--- src/rtl/lbc_defines.svh ---
// Constants for the local bus cycle controller
`ifndef LBC_DEFINES_SVH
`define LBC_DEFINES_SVH
`define LBC_DW 64
`define LBC_AW 30
`define LBC_NBYTE 8
`define LBC_MAX_OUT 2'd3
`define LBC_LAST_OFS 3'd7
`define LBC_ZERO_OFS 3'd0
`define LBC_FIFO_DEPTH 16
`define LBC_ONE_BYTE 8'h01
`define LBC_TWO_BYTE 8'h03
`define LBC_FOUR_BYTE 8'h0f
`define LBC_ALL_BYTE 8'hff
`define LBC_RST_BIG 1'b0
`endif

--- src/rtl/lbc_pkg.sv ---
// Types for the local bus cycle controller
`include "lbc_defines.svh"
package lbc_pkg;
	typedef enum logic [1:0] {LBC_SZ_BYTE, LBC_SZ_HALF, LBC_SZ_WORD,
		LBC_SZ_DBL} lbc_size_e;
	typedef enum {LBC_IDLE, LBC_START, LBC_DONE} lbc_state_e;
	typedef struct packed {
		logic [31:0] addr;
		lbc_size_e size;
		logic write;
		logic fetch;
		logic same_page;
		logic page_attr;
		logic [`LBC_DW-1:0] wdata;
	} lbc_req_s;
	typedef struct packed {
		logic fetch;
		logic [2:0] shift;
		lbc_size_e size;
	} lbc_tag_s;
	typedef struct packed {
		logic [`LBC_DW-1:0] rdata;
		logic write;
	} lbc_resp_s;
endpackage

--- src/rtl/lbc_fifo.sv ---
// Request FIFO with valid and ready on both sides
`timescale 1ns/1ns
`include "lbc_defines.svh"
module lbc_fifo #(
	parameter int W = 8,
	parameter int D = 16
) (
	input wire logic clk_sys, // Clock
	input wire logic rst, // Sync reset
	input wire logic ce, // Clock enable
	input wire logic in_valid, // Write side valid
	output logic in_ready, // Not full
	input wire logic [W-1:0] in_data, // Write data
	output logic out_valid, // Not empty
	input wire logic out_ready, // Read side ready
	output logic [W-1:0] out_data // Head word
);
	localparam int AW = $clog2(D);
	logic [W-1:0] mem [D];
	logic [AW:0] wr_r;
	logic [AW:0] rd_r;
	logic push;
	logic pop;
	assign in_ready = (wr_r - rd_r) != (AW+1)'(D);
	assign out_valid = wr_r != rd_r;
	assign out_data = mem[rd_r[AW-1:0]];
	assign push = in_valid && in_ready;
	assign pop = out_valid && out_ready;
	always_ff @(posedge clk_sys)
	begin
		if (ce && push)
			mem[wr_r[AW-1:0]] <= in_data;
	end
	always_ff @(posedge clk_sys)
	begin
		if (rst)
		begin
			wr_r <= '0;
			rd_r <= '0;
		end
		else if (ce)
		begin
			if (push)
				wr_r <= wr_r + 1'b1;
			if (pop)
				rd_r <= rd_r + 1'b1;
		end
	end
endmodule

--- src/rtl/lbc_bus_ctrl.sv ---
// Nonpipelined local bus master with endian byte steering
//
// Contract
// - Reset to little endian; supervisor may switch endian mode any time.
// - Loads shift bus word right so item lsb lands in byte zero.
// - Stores shift data left onto lanes; enable only written lanes.
// - Shift and enables come from address bits 2:0, size, endian.
// - Little endian byte at offset zero: no shift, lowest lane only.
// - Big endian byte at offset zero: seven byte shift, top lane only.
// - Big endian maps byte offset to seven minus offset.
// - Instruction fetches always use little endian addressing.
// - All bus control inputs are sampled on the rising edge.
// - Cycle starts with strobe, ends when cycle-done sampled active.
// - New cycle no sooner than one clock after previous start.
// - At most three cycles outstanding; pipelining needs one or two.
// - Every cycle lasts at least start state plus one completion.
// - Idle without request; on request enter start, assert strobe.
// - Start always followed by completion; address, controls valid.
// - Data bus floated during read cycles.
// - Write data and lane enables valid by first completion end.
// - Repeat completion state, hold signals while cycle-done inactive.
// - On cycle-done go idle, or straight to start if requested.
// - Write after read delayed one clock; data driven from completion.
// - Next-address grant honoured only while strobe inactive; here the grant is synchronised but never used.
`timescale 1ns/1ns
`include "lbc_defines.svh"
module lbc_bus_ctrl
	import lbc_pkg::*;
(
	input wire logic clk_sys, // 100 MHz clock
	input wire logic rst, // Sync reset, active high
	input wire logic ce, // Clock enable, freezes state
	input wire logic supervisor, // Supervisor mode qualifier
	input wire logic endian_wr, // Pulse: write endian mode
	input wire logic endian_big, // New endian mode, 1 = big
	output logic endian_big_r, // Current data endian mode
	input wire logic req_valid, // Request valid
	output logic req_ready, // Request taken into FIFO
	input wire lbc_req_s req, // Request fields
	output logic resp_valid, // Pulse: cycle finished
	output lbc_resp_s resp, // Aligned load data
	output logic [`LBC_AW-1:0] addr_out, // Address lines 32:3
	output logic wr_not_rd, // Write not read
	output logic same_page_hint_n, // Same page hint
	output logic page_attr_bit, // Page attribute bit
	output logic address_strobe_n, // Address strobe
	output logic [`LBC_NBYTE-1:0] byte_lane_enable_n, // Lane enables
	output logic [`LBC_DW-1:0] data_out, // Data bus drive
	output logic data_oe_n, // Data drive enable, low drives
	input wire logic [`LBC_DW-1:0] data_in, // Data bus pins
	input wire logic ready_n, // Cycle done pin
	input wire logic next_addr_grant_n // Next-address grant pin
);
	// Offset of the last byte of an item within itself
	function automatic logic [2:0] size_last(input lbc_size_e sz);
		case (sz)
			LBC_SZ_BYTE: size_last = 3'd0;
			LBC_SZ_HALF: size_last = 3'd1;
			LBC_SZ_WORD: size_last = 3'd3;
			default: size_last = 3'd7;
		endcase
	endfunction

	// Byte offset after endian mapping, and lane mask
	function automatic logic [2:0] lane_ofs(input logic [2:0] a,
		input lbc_size_e sz, input logic big);
		if (big)
			lane_ofs = `LBC_LAST_OFS - a - size_last(sz);
		else
			lane_ofs = a;
	endfunction
	function automatic logic [7:0] lane_mask(input lbc_size_e sz);
		case (sz)
			LBC_SZ_BYTE: lane_mask = `LBC_ONE_BYTE;
			LBC_SZ_HALF: lane_mask = `LBC_TWO_BYTE;
			LBC_SZ_WORD: lane_mask = `LBC_FOUR_BYTE;
			default: lane_mask = `LBC_ALL_BYTE;
		endcase
	endfunction

	// Keeps only the bytes of the loaded item
	function automatic logic [`LBC_DW-1:0] item_mask(input lbc_size_e sz);
		logic [`LBC_NBYTE-1:0] ln;
		logic [`LBC_DW-1:0] m;
		ln = lane_mask(sz);
		m = '0;
		for (int i = 0; i < `LBC_NBYTE; i++)
			if (ln[i])
				m[8*i+:8] = 8'hff;
		item_mask = m;
	endfunction

	lbc_state_e state_r;
	logic ready_s1_r;
	logic ready_s2_r;
	logic na_s1_r;
	logic na_s2_r;
	logic [`LBC_DW-1:0] din_s1_r;
	logic [`LBC_DW-1:0] din_s2_r;
	logic last_read_r;
	logic fifo_valid;
	logic fifo_pop;
	lbc_req_s head;
	logic [2:0] head_ofs;
	logic head_big;
	lbc_tag_s tag_r;
	logic [`LBC_DW-1:0] rdata_nxt;
	logic cyc_end;
	logic wr_turn;
	logic [1:0] outst_r;
	logic [`LBC_NBYTE-1:0] head_lanes;
	logic [`LBC_DW-1:0] head_data;

	// Queue decouples the core from wait states on the bus
	lbc_fifo #(.W($bits(lbc_req_s)), .D(`LBC_FIFO_DEPTH)) u_fifo (
		.clk_sys(clk_sys),
		.rst(rst),
		.ce(ce),
		.in_valid(req_valid),
		.in_ready(req_ready),
		.in_data(req),
		.out_valid(fifo_valid),
		.out_ready(fifo_pop),
		.out_data(head)
	);

	// Pins pass two flip-flops before use
	always_ff @(posedge clk_sys)
	begin
		if (rst)
		begin
			ready_s1_r <= 1'b1;
			ready_s2_r <= 1'b1;
		end
		else if (ce)
		begin
			ready_s1_r <= ready_n;
			ready_s2_r <= ready_s1_r;
		end
	end

	// Grant kept synchronised for a later pipelined version
	always_ff @(posedge clk_sys)
	begin
		if (rst)
		begin
			na_s1_r <= 1'b1;
			na_s2_r <= 1'b1;
		end
		else if (ce)
		begin
			na_s1_r <= next_addr_grant_n;
			na_s2_r <= na_s1_r;
		end
	end

	// Read data travels with cycle-done so both line up
	always_ff @(posedge clk_sys)
	begin
		if (rst)
		begin
			din_s1_r <= '0;
			din_s2_r <= '0;
		end
		else if (ce)
		begin
			din_s1_r <= data_in;
			din_s2_r <= din_s1_r;
		end
	end

	always_ff @(posedge clk_sys)
	begin
		if (rst)
			endian_big_r <= `LBC_RST_BIG;
		else if (ce && endian_wr && supervisor)
			endian_big_r <= endian_big;
	end

	// Fetches keep little endian whatever the data mode
	assign head_big = endian_big_r && !head.fetch;
	assign head_ofs = lane_ofs(head.addr[2:0], head.size, head_big);
	assign head_lanes = ~(lane_mask(head.size) << head_ofs);
	// Done as seen through the synchroniser closes the cycle
	assign cyc_end = state_r == LBC_DONE && !ready_s2_r;
	// A write right behind a read waits one clock in idle
	assign wr_turn = head.write && last_read_r &&
		state_r != LBC_IDLE;
	// Grant is not used: one cycle outstanding at most, the
	// limit of three is never approached
	assign fifo_pop = ce && fifo_valid && !wr_turn &&
		outst_r != `LBC_MAX_OUT &&
		(state_r == LBC_IDLE || cyc_end);

	// Cycles started and not yet ended
	always_ff @(posedge clk_sys)
	begin
		if (rst)
			outst_r <= 2'd0;
		else if (ce)
		begin
			if (fifo_pop && !cyc_end)
				outst_r <= outst_r + 2'd1;
			else if (cyc_end && !fifo_pop)
				outst_r <= outst_r - 2'd1;
		end
	end

	// Cycle state sequence
	always_ff @(posedge clk_sys)
	begin
		if (rst)
			state_r <= LBC_IDLE;
		else if (ce)
		begin
			case (state_r)
				LBC_IDLE:
					if (fifo_pop)
						state_r <= LBC_START;
				LBC_START:
					state_r <= LBC_DONE;
				LBC_DONE:
					if (!ready_s2_r)
						state_r <= fifo_pop ? LBC_START : LBC_IDLE;
					else
						state_r <= LBC_DONE;
				default:
					state_r <= LBC_IDLE;
			endcase
		end
	end

	always_ff @(posedge clk_sys)
	begin
		if (rst)
			last_read_r <= 1'b0;
		else if (ce && fifo_pop)
			last_read_r <= !head.write;
	end

	// Strobe only in the start state
	always_ff @(posedge clk_sys)
	begin
		if (rst)
			address_strobe_n <= 1'b1;
		else if (ce)
			address_strobe_n <= !fifo_pop;
	end

	// Write data: each lane takes the item byte that lands on it
	for (genvar g = 0; g < `LBC_NBYTE; g++)
	begin : g_wlane
		logic [2:0] src;
		assign src = 3'(g) - head_ofs;
		assign head_data[8*g+:8] = (3'(g) < head_ofs) ? 8'h00 :
			head.wdata[8*src+:8];
	end

	// Address lines, held through all wait states
	always_ff @(posedge clk_sys)
	begin
		if (rst)
			addr_out <= '0;
		else if (ce && fifo_pop)
			addr_out <= {1'b0, head.addr[31:3]};
	end

	// Direction of the cycle
	always_ff @(posedge clk_sys)
	begin
		if (rst)
			wr_not_rd <= 1'b0;
		else if (ce && fifo_pop)
			wr_not_rd <= head.write;
	end

	// Same page hint, active low on the pin
	always_ff @(posedge clk_sys)
	begin
		if (rst)
			same_page_hint_n <= 1'b1;
		else if (ce && fifo_pop)
			same_page_hint_n <= !head.same_page;
	end

	// Page attribute bit
	always_ff @(posedge clk_sys)
	begin
		if (rst)
			page_attr_bit <= 1'b0;
		else if (ce && fifo_pop)
			page_attr_bit <= head.page_attr;
	end

	// Lane enables, also shown on reads
	always_ff @(posedge clk_sys)
	begin
		if (rst)
			byte_lane_enable_n <= '1;
		else if (ce && fifo_pop)
			byte_lane_enable_n <= head_lanes;
	end

	// Write data, steady until the cycle ends
	always_ff @(posedge clk_sys)
	begin
		if (rst)
			data_out <= '0;
		else if (ce && fifo_pop)
			data_out <= head_data;
	end

	// What the load path needs when the data arrives
	always_ff @(posedge clk_sys)
	begin
		if (rst)
			tag_r <= '0;
		else if (ce && fifo_pop)
			tag_r <= '{fetch: head.fetch, shift: head_ofs, size: head.size};
	end

	// Data drive: reads float, writes drive from start, or from
	// completion when a read came just before
	always_ff @(posedge clk_sys)
	begin
		if (rst)
			data_oe_n <= 1'b1;
		else if (ce)
		begin
			if (fifo_pop)
				data_oe_n <= !(head.write && !last_read_r);
			else if (state_r == LBC_START && wr_not_rd)
				data_oe_n <= 1'b0;
			else if (state_r == LBC_DONE && !ready_s2_r)
				data_oe_n <= 1'b1;
		end
	end

	// Loads: result byte g takes lane g plus the shift
	for (genvar g = 0; g < `LBC_NBYTE; g++)
	begin : g_rlane
		logic [2:0] src;
		assign src = 3'(g) + tag_r.shift;
		assign rdata_nxt[8*g+:8] = (src < 3'(g)) ? 8'h00 :
			din_s2_r[8*src+:8];
	end

	always_ff @(posedge clk_sys)
	begin
		if (rst)
			resp_valid <= 1'b0;
		else if (ce)
			resp_valid <= cyc_end;
	end

	// Load data is right aligned and cut to the item size
	always_ff @(posedge clk_sys)
	begin
		if (rst)
			resp <= '0;
		else if (ce && cyc_end)
		begin
			resp.rdata <= wr_not_rd ? '0 :
				rdata_nxt & item_mask(tag_r.size);
			resp.write <= wr_not_rd;
		end
	end
endmodule

--- config.mk ---
export PLATFORM = sky130hd
export DESIGN_NAME = lbc_bus_ctrl
export DESIGN_NICKNAME = d
export VERILOG_FILES = /design/src/rtl/lbc_pkg.sv /design/src/rtl/lbc_fifo.sv /design/src/rtl/lbc_bus_ctrl.sv
export VERILOG_INCLUDE_DIRS = /design/src /design/src/rtl
export SDC_FILE = /design/constraint.sdc
export NUM_CORES = 2
export LEC_CHECK = 0
export BUFFER_PORTS_ARGS = -buffer_cell sky130_fd_sc_hd__clkbuf_2
export CAP_MARGIN = 20
export CORE_MARGIN = 8
export CORE_UTILIZATION = 61
export DETAILED_ROUTE_END_ITERATION = 7
export HOLD_SLACK_MARGIN = 0.12
export PLACE_DENSITY = 0.79
export SYNTH_ARGS = -nofsm -noshare
export SYNTH_HDL_FRONTEND = slang
export SYNTH_SLANG_ARGS = --single-unit
--- constraint.sdc ---
create_clock -name clk_sys -period 10.7 [get_ports clk_sys]
set_input_delay 0.535 -clock clk_sys [delete_from_list [all_inputs] [get_ports clk_sys]]
set_output_delay 0.535 -clock clk_sys [all_outputs]
set_load 0.03 [all_outputs]
==> results.md <==
| Step | Metric | Reported |
| --- | --- | --- |
| clocking | Number of setup buffers added after CTS | 0 |
| setup path | Data arrival time of the worst path | 7.19 ns |
| placement | Final weighted congestion in routability-driven placement | 0.877 |
| logic synthesis | EDFF count, synth | 1632 |
| layout | Register Area | 0.0556 sq mm |
| placement | Total placed cells including tap cells | 5866 |
| run status | Status | complete, no violations |
| placement | DP Area | 0.0802 sq mm |
| setup path | R2R Path End | data_out[53] |
| job | Max-Cap Viols | 0 |
| logic synthesis | Flops & latches, synth | 1959 |
| logic synthesis | Yosys warning count | 0 |
| clocking | Max Root-Sink Buffers | 3 |
| worst hold path | Start point of the worst hold path | req[29] |
| timing | Number of setup violations in the final report | 0 |
| setup path | Slack of the worst reg-to-reg path | 4.21 ns |
| timing | Max-slew violations | 0 |
| setup path | Type of element capturing the critical path | flop |
| floorplanning | Die H | 371 microns |
| clocking | Number of sinks driven by the clock tree | 1959 |
| clocking | TritonCTS clock tree | yes |
| logic synthesis | Most instantiated flip-flop cell in the synthesis netlist | edfxtp_1 |
| timing | Setup TNS | 0 ns |
| routing | Vias per cell | 6.73 |
| timing | Clock Skews | 0.0451 ns |
| routing | Routed length per instance | 32.2 microns |
| setup path | Worst Setup Path Type | flop to flop |
| placement | Sum of net half-perimeters after detailed placement | 110000 microns |
| logic synthesis | Share of flip-flops with an asynchronous set or reset after synthesis | 0% |
| logic synthesis | Post-synthesis area per instance | 19.0 sq um |
| grt | Maximum number of pins on one net before global-route repair | 135 |
| floorplanning | Top-level port count | 350 |
| routing | Number of iterations in the first detailed-routing pass | 8 |
| logic synthesis | Area of the mapped netlist | 0.0767 sq mm |
| timing | Fin crit share | 60.7% |
| timing | Min cycle time layout | 6.49 ns |
| timing | Worst-case headroom to the max-slew limit | 23.9% |
| layout | Area occupied by multi-input gates | 0.0200 sq mm |
| timing | Maximum clock rate | 0.154 GHz |
| timing | Unrepaired setup endpoints after global routing | no |
| layout | Fill cell total of the finished layout | 7393 |
| floorplanning | Die outline area | 0.137 sq mm |
| routing | Post-route antenna net violation count | 0 |
| grt | Antenna violations before repair | 21 |
| logic synthesis | Synth area leader | edfxtp_1 |
| grt | Global-route wire length before repair | 292000 microns |
| layout | Number of cells in the finished layout apart from fillers | 6381 |
| logic synthesis | Total nets after synthesis | 4240 |
| placement | Count of input and output buffers | 347 |
| layout | Final standard cell utilization of the core | 70.1% |
| power | Power after layout | 18.2 mW |
| grt | Number of global-route vias before repair | 43161 |
| clocking | Library cell used as clock root buffer | clkbuf_16 |
| routing | Total DRC errors in the routed layout | 0 |
| grt | Global routing usage summed across all routing layers | 29.2% |
| layout | Leading cell type in the layout, fill and taps excluded | edfxtp_1 |
| worst hold path | Class of the most critical hold timing path | primary input to flop |
| power | Power Density | 208 mW/mm^2 |
| clocking | Clock transition at the register clock pins on the worst setup and hold paths after CTS | 0.06 ns |
| setup path | Crit path max fanout | 48 |
| routing | DR vias | 42925 |
| logic synthesis | Gate count after technology mapping | 4045 |
| layout | Final non-filler cell area | 0.0879 sq mm |
| layout | NumNets Final | 4756 |
| timing | Pin slew with the least headroom to its limit | 1.14 ns |
| logic synthesis | Number of distinct library cell variants in the gate-level netlist after synthesis | 75 |
| setup path | Cell count of the worst reg-to-reg path | 14 |
| setup path | CP required | 11.40 ns |
| logic synthesis | Share of the synthesized area in the top cell type | 63.9% |
| setup path | Startpoint types | flop |
| layout | Share of final-layout standard cells stronger than drive strength 1 | 27.4% |
| logic synthesis | Part of the Yosys area used for sequential elements | 72.4% |
| power | Max rail drop VDD | 0.176 mV |
| floorplanning | Std-Cell Core Area | 0.125 sq mm |
| clocking | CTS H-tree lvls | 4 |
| setup path | End point of the critical path | data_out[53] |
| routing | WL final | 205000 microns |
| floorplanning | Die width | 371 microns |
| grt | Overall overflow remaining after global route | 0 |
| logic synthesis | Leading post-synthesis cells by cell area | edfxtp_1, mux4_2, dfxtp_1 |
| layout | Area Overhead vs Synth | 14.5% |
| clocking | Number of buffers created by CTS | 186 |
| routing | First-iteration detailed-routing DRC count | 5583 |
| power | Reported leakage power | 29.2 nW |
| clocking | Clock latency reported for the late side of the worst-skew pair | 0.82 ns |
| timing | Number of hold violations in the final report | 0 |
| clocking | Number of hold buffers added after cts | 154 |
| floorplanning | Starting Density | 61.3% |
| clocking | PostCTS Resize Cnt | 0 |
| layout | Top library cells by usage in the layout, fill and taps aside | edfxtp_1, mux4_2, clkbuf_2, dfxtp_1, mux2i_1 |
| floorplanning | Placement row count | 130 |
## per-stage QoR
step	hold slack, ns	setup slack (ns)
finish	0.176	4.21
CTS	0.120	4.20
global route	0.128	3.82
detailed placement	0.443	4.24
global placement	0.438	4.26
floorplan	0.442	0.952
## where the power goes
| part | switching, mW | internal [mW] |
|---|---|---|
| sequential | 0.146 | 8.43 |
| combinational | 1.82 | 1.33 |
| clock | 2.89 | 3.62 |
| total | 4.86 | 13.4 |
## worst min path at each step
stage / slack (ns) / cells past startpoint / to
floorplan: 0.44 / 2 / ready_s1_r
global placement: 0.44 / 2 / data_out[34]
detailed placement: 0.44 / 2 / data_out[55]
CTS: 0.12 / 1 / u_fifo.mem[13][33]
global route: 0.13 / 1 / u_fifo.mem[14][21]
finish: 0.18 / 1 / u_fifo.mem[5][29]
## cells in the mapped netlist (3+ instances only)
| cell | count |
|---|---|
| o31ai_1 | 8 |
| nor3_2 | 5 |
| buf_1 | 16 |
| o221a_2 | 6 |
| xor2_1 | 6 |
| edfxtp_1 | 1632 |
| inv_2 | 4 |
| mux2i_1 | 254 |
| nor3b_1 | 6 |
| a221oi_1 | 9 |
| nand2_1 | 235 |
| nand3_1 | 17 |
| o21ai_1 | 8 |
| buf_2 | 55 |
| mux4_2 | 504 |
| nor2b_1 | 4 |
| mux2_2 | 37 |
| o21ai_0 | 39 |
| ha_1 | 19 |
| a22o_1 | 16 |
| a32o_1 | 6 |
| nor2_1 | 259 |
| xnor2_1 | 9 |
| o41ai_1 | 3 |
| inv_1 | 29 |
| nand4_1 | 8 |
| a21oi_1 | 75 |
| o211ai_1 | 10 |
| a32oi_1 | 8 |
| buf_6 | 11 |
| a211oi_1 | 10 |
| buf_4 | 13 |
| dfxtp_1 | 327 |
| a22oi_1 | 174 |
| nor3_1 | 12 |
| clkbuf_1 | 161 |
## registers in the layout (all words and copies together) (netlist names), named ones only
signal / flops
u_fifo.mem: 1632
resp: 65
data_out: 64
din_s1_r: 64
din_s2_r: 64
addr_out: 29
byte_lane_enable_n: 8
tag_r: 5
u_fifo.rd_r: 5
u_fifo.wr_r: 5
outst_r: 2
state_r: 2
address_strobe_n: 1
data_oe_n: 1
endian_big_r: 1
last_read_r: 1
page_attr_bit: 1
ready_s1_r: 1
ready_s2_r: 1
resp_valid: 1
same_page_hint_n: 1
wr_not_rd: 1
## area by class of cell
type / instances / share of cell area (%)
inverter: 34 / 0.147
multi-input combinational: 1794 / 22.8
timing repair buffer: 586 / 4.57
clock inverter: 104 / 1.20
antenna: 15 / 0.0427
sequential: 1959 / 63.3
tap: 1650 / 2.35
clock buffer: 239 / 5.65
## metal layers
| metal | part of all wire, % | GRT usage (%) |
|---|---|---|
| met5 | 0.050 | 0 |
| met1 | 37 | 39.2 |
| met2 | 48 | 46.5 |
| met3 | 11 | 7.00 |
| met4 | 4.3 | 12.1 |
## cells by family (layout without fill, tap and decap cells)
| logic type | after synthesis | after routing | share of synthesized area [%] |
|---|---|---|---|
| DFF | 1959 | 1959 | 72.4 |
| muxes | 795 | 795 | 18.6 |
| and+or+nand+nor | 568 | 568 | 3.05 |
| AOI/OAI and AO/OA | 393 | 393 | 3.62 |
| buffers and inverters | 292 | 963 | 1.72 |
| adders and majority gates | 20 | 20 | 0.336 |
| xor gates and xnor gates | 17 | 17 | 0.230 |
| other | 1 | 16 | 0.00489 |
## critical path, stage by stage (launching register included)
cell and delay [ns]:
dfxtp_4 0.97, buf_4 0.80, mux4_2 0.59, a22oi_1 0.19
nand2_1 0.14, ha_1 0.30, inv_1 0.05, o2111a_1 0.15
a21oi_4 0.11, buf_4 0.55, inv_2 0.55, ha_1 0.56
xnor3_1 0.88, mux2i_1 0.37, o21ai_1 0.08
No activity file was read; power rests on OpenSTA's default activity.
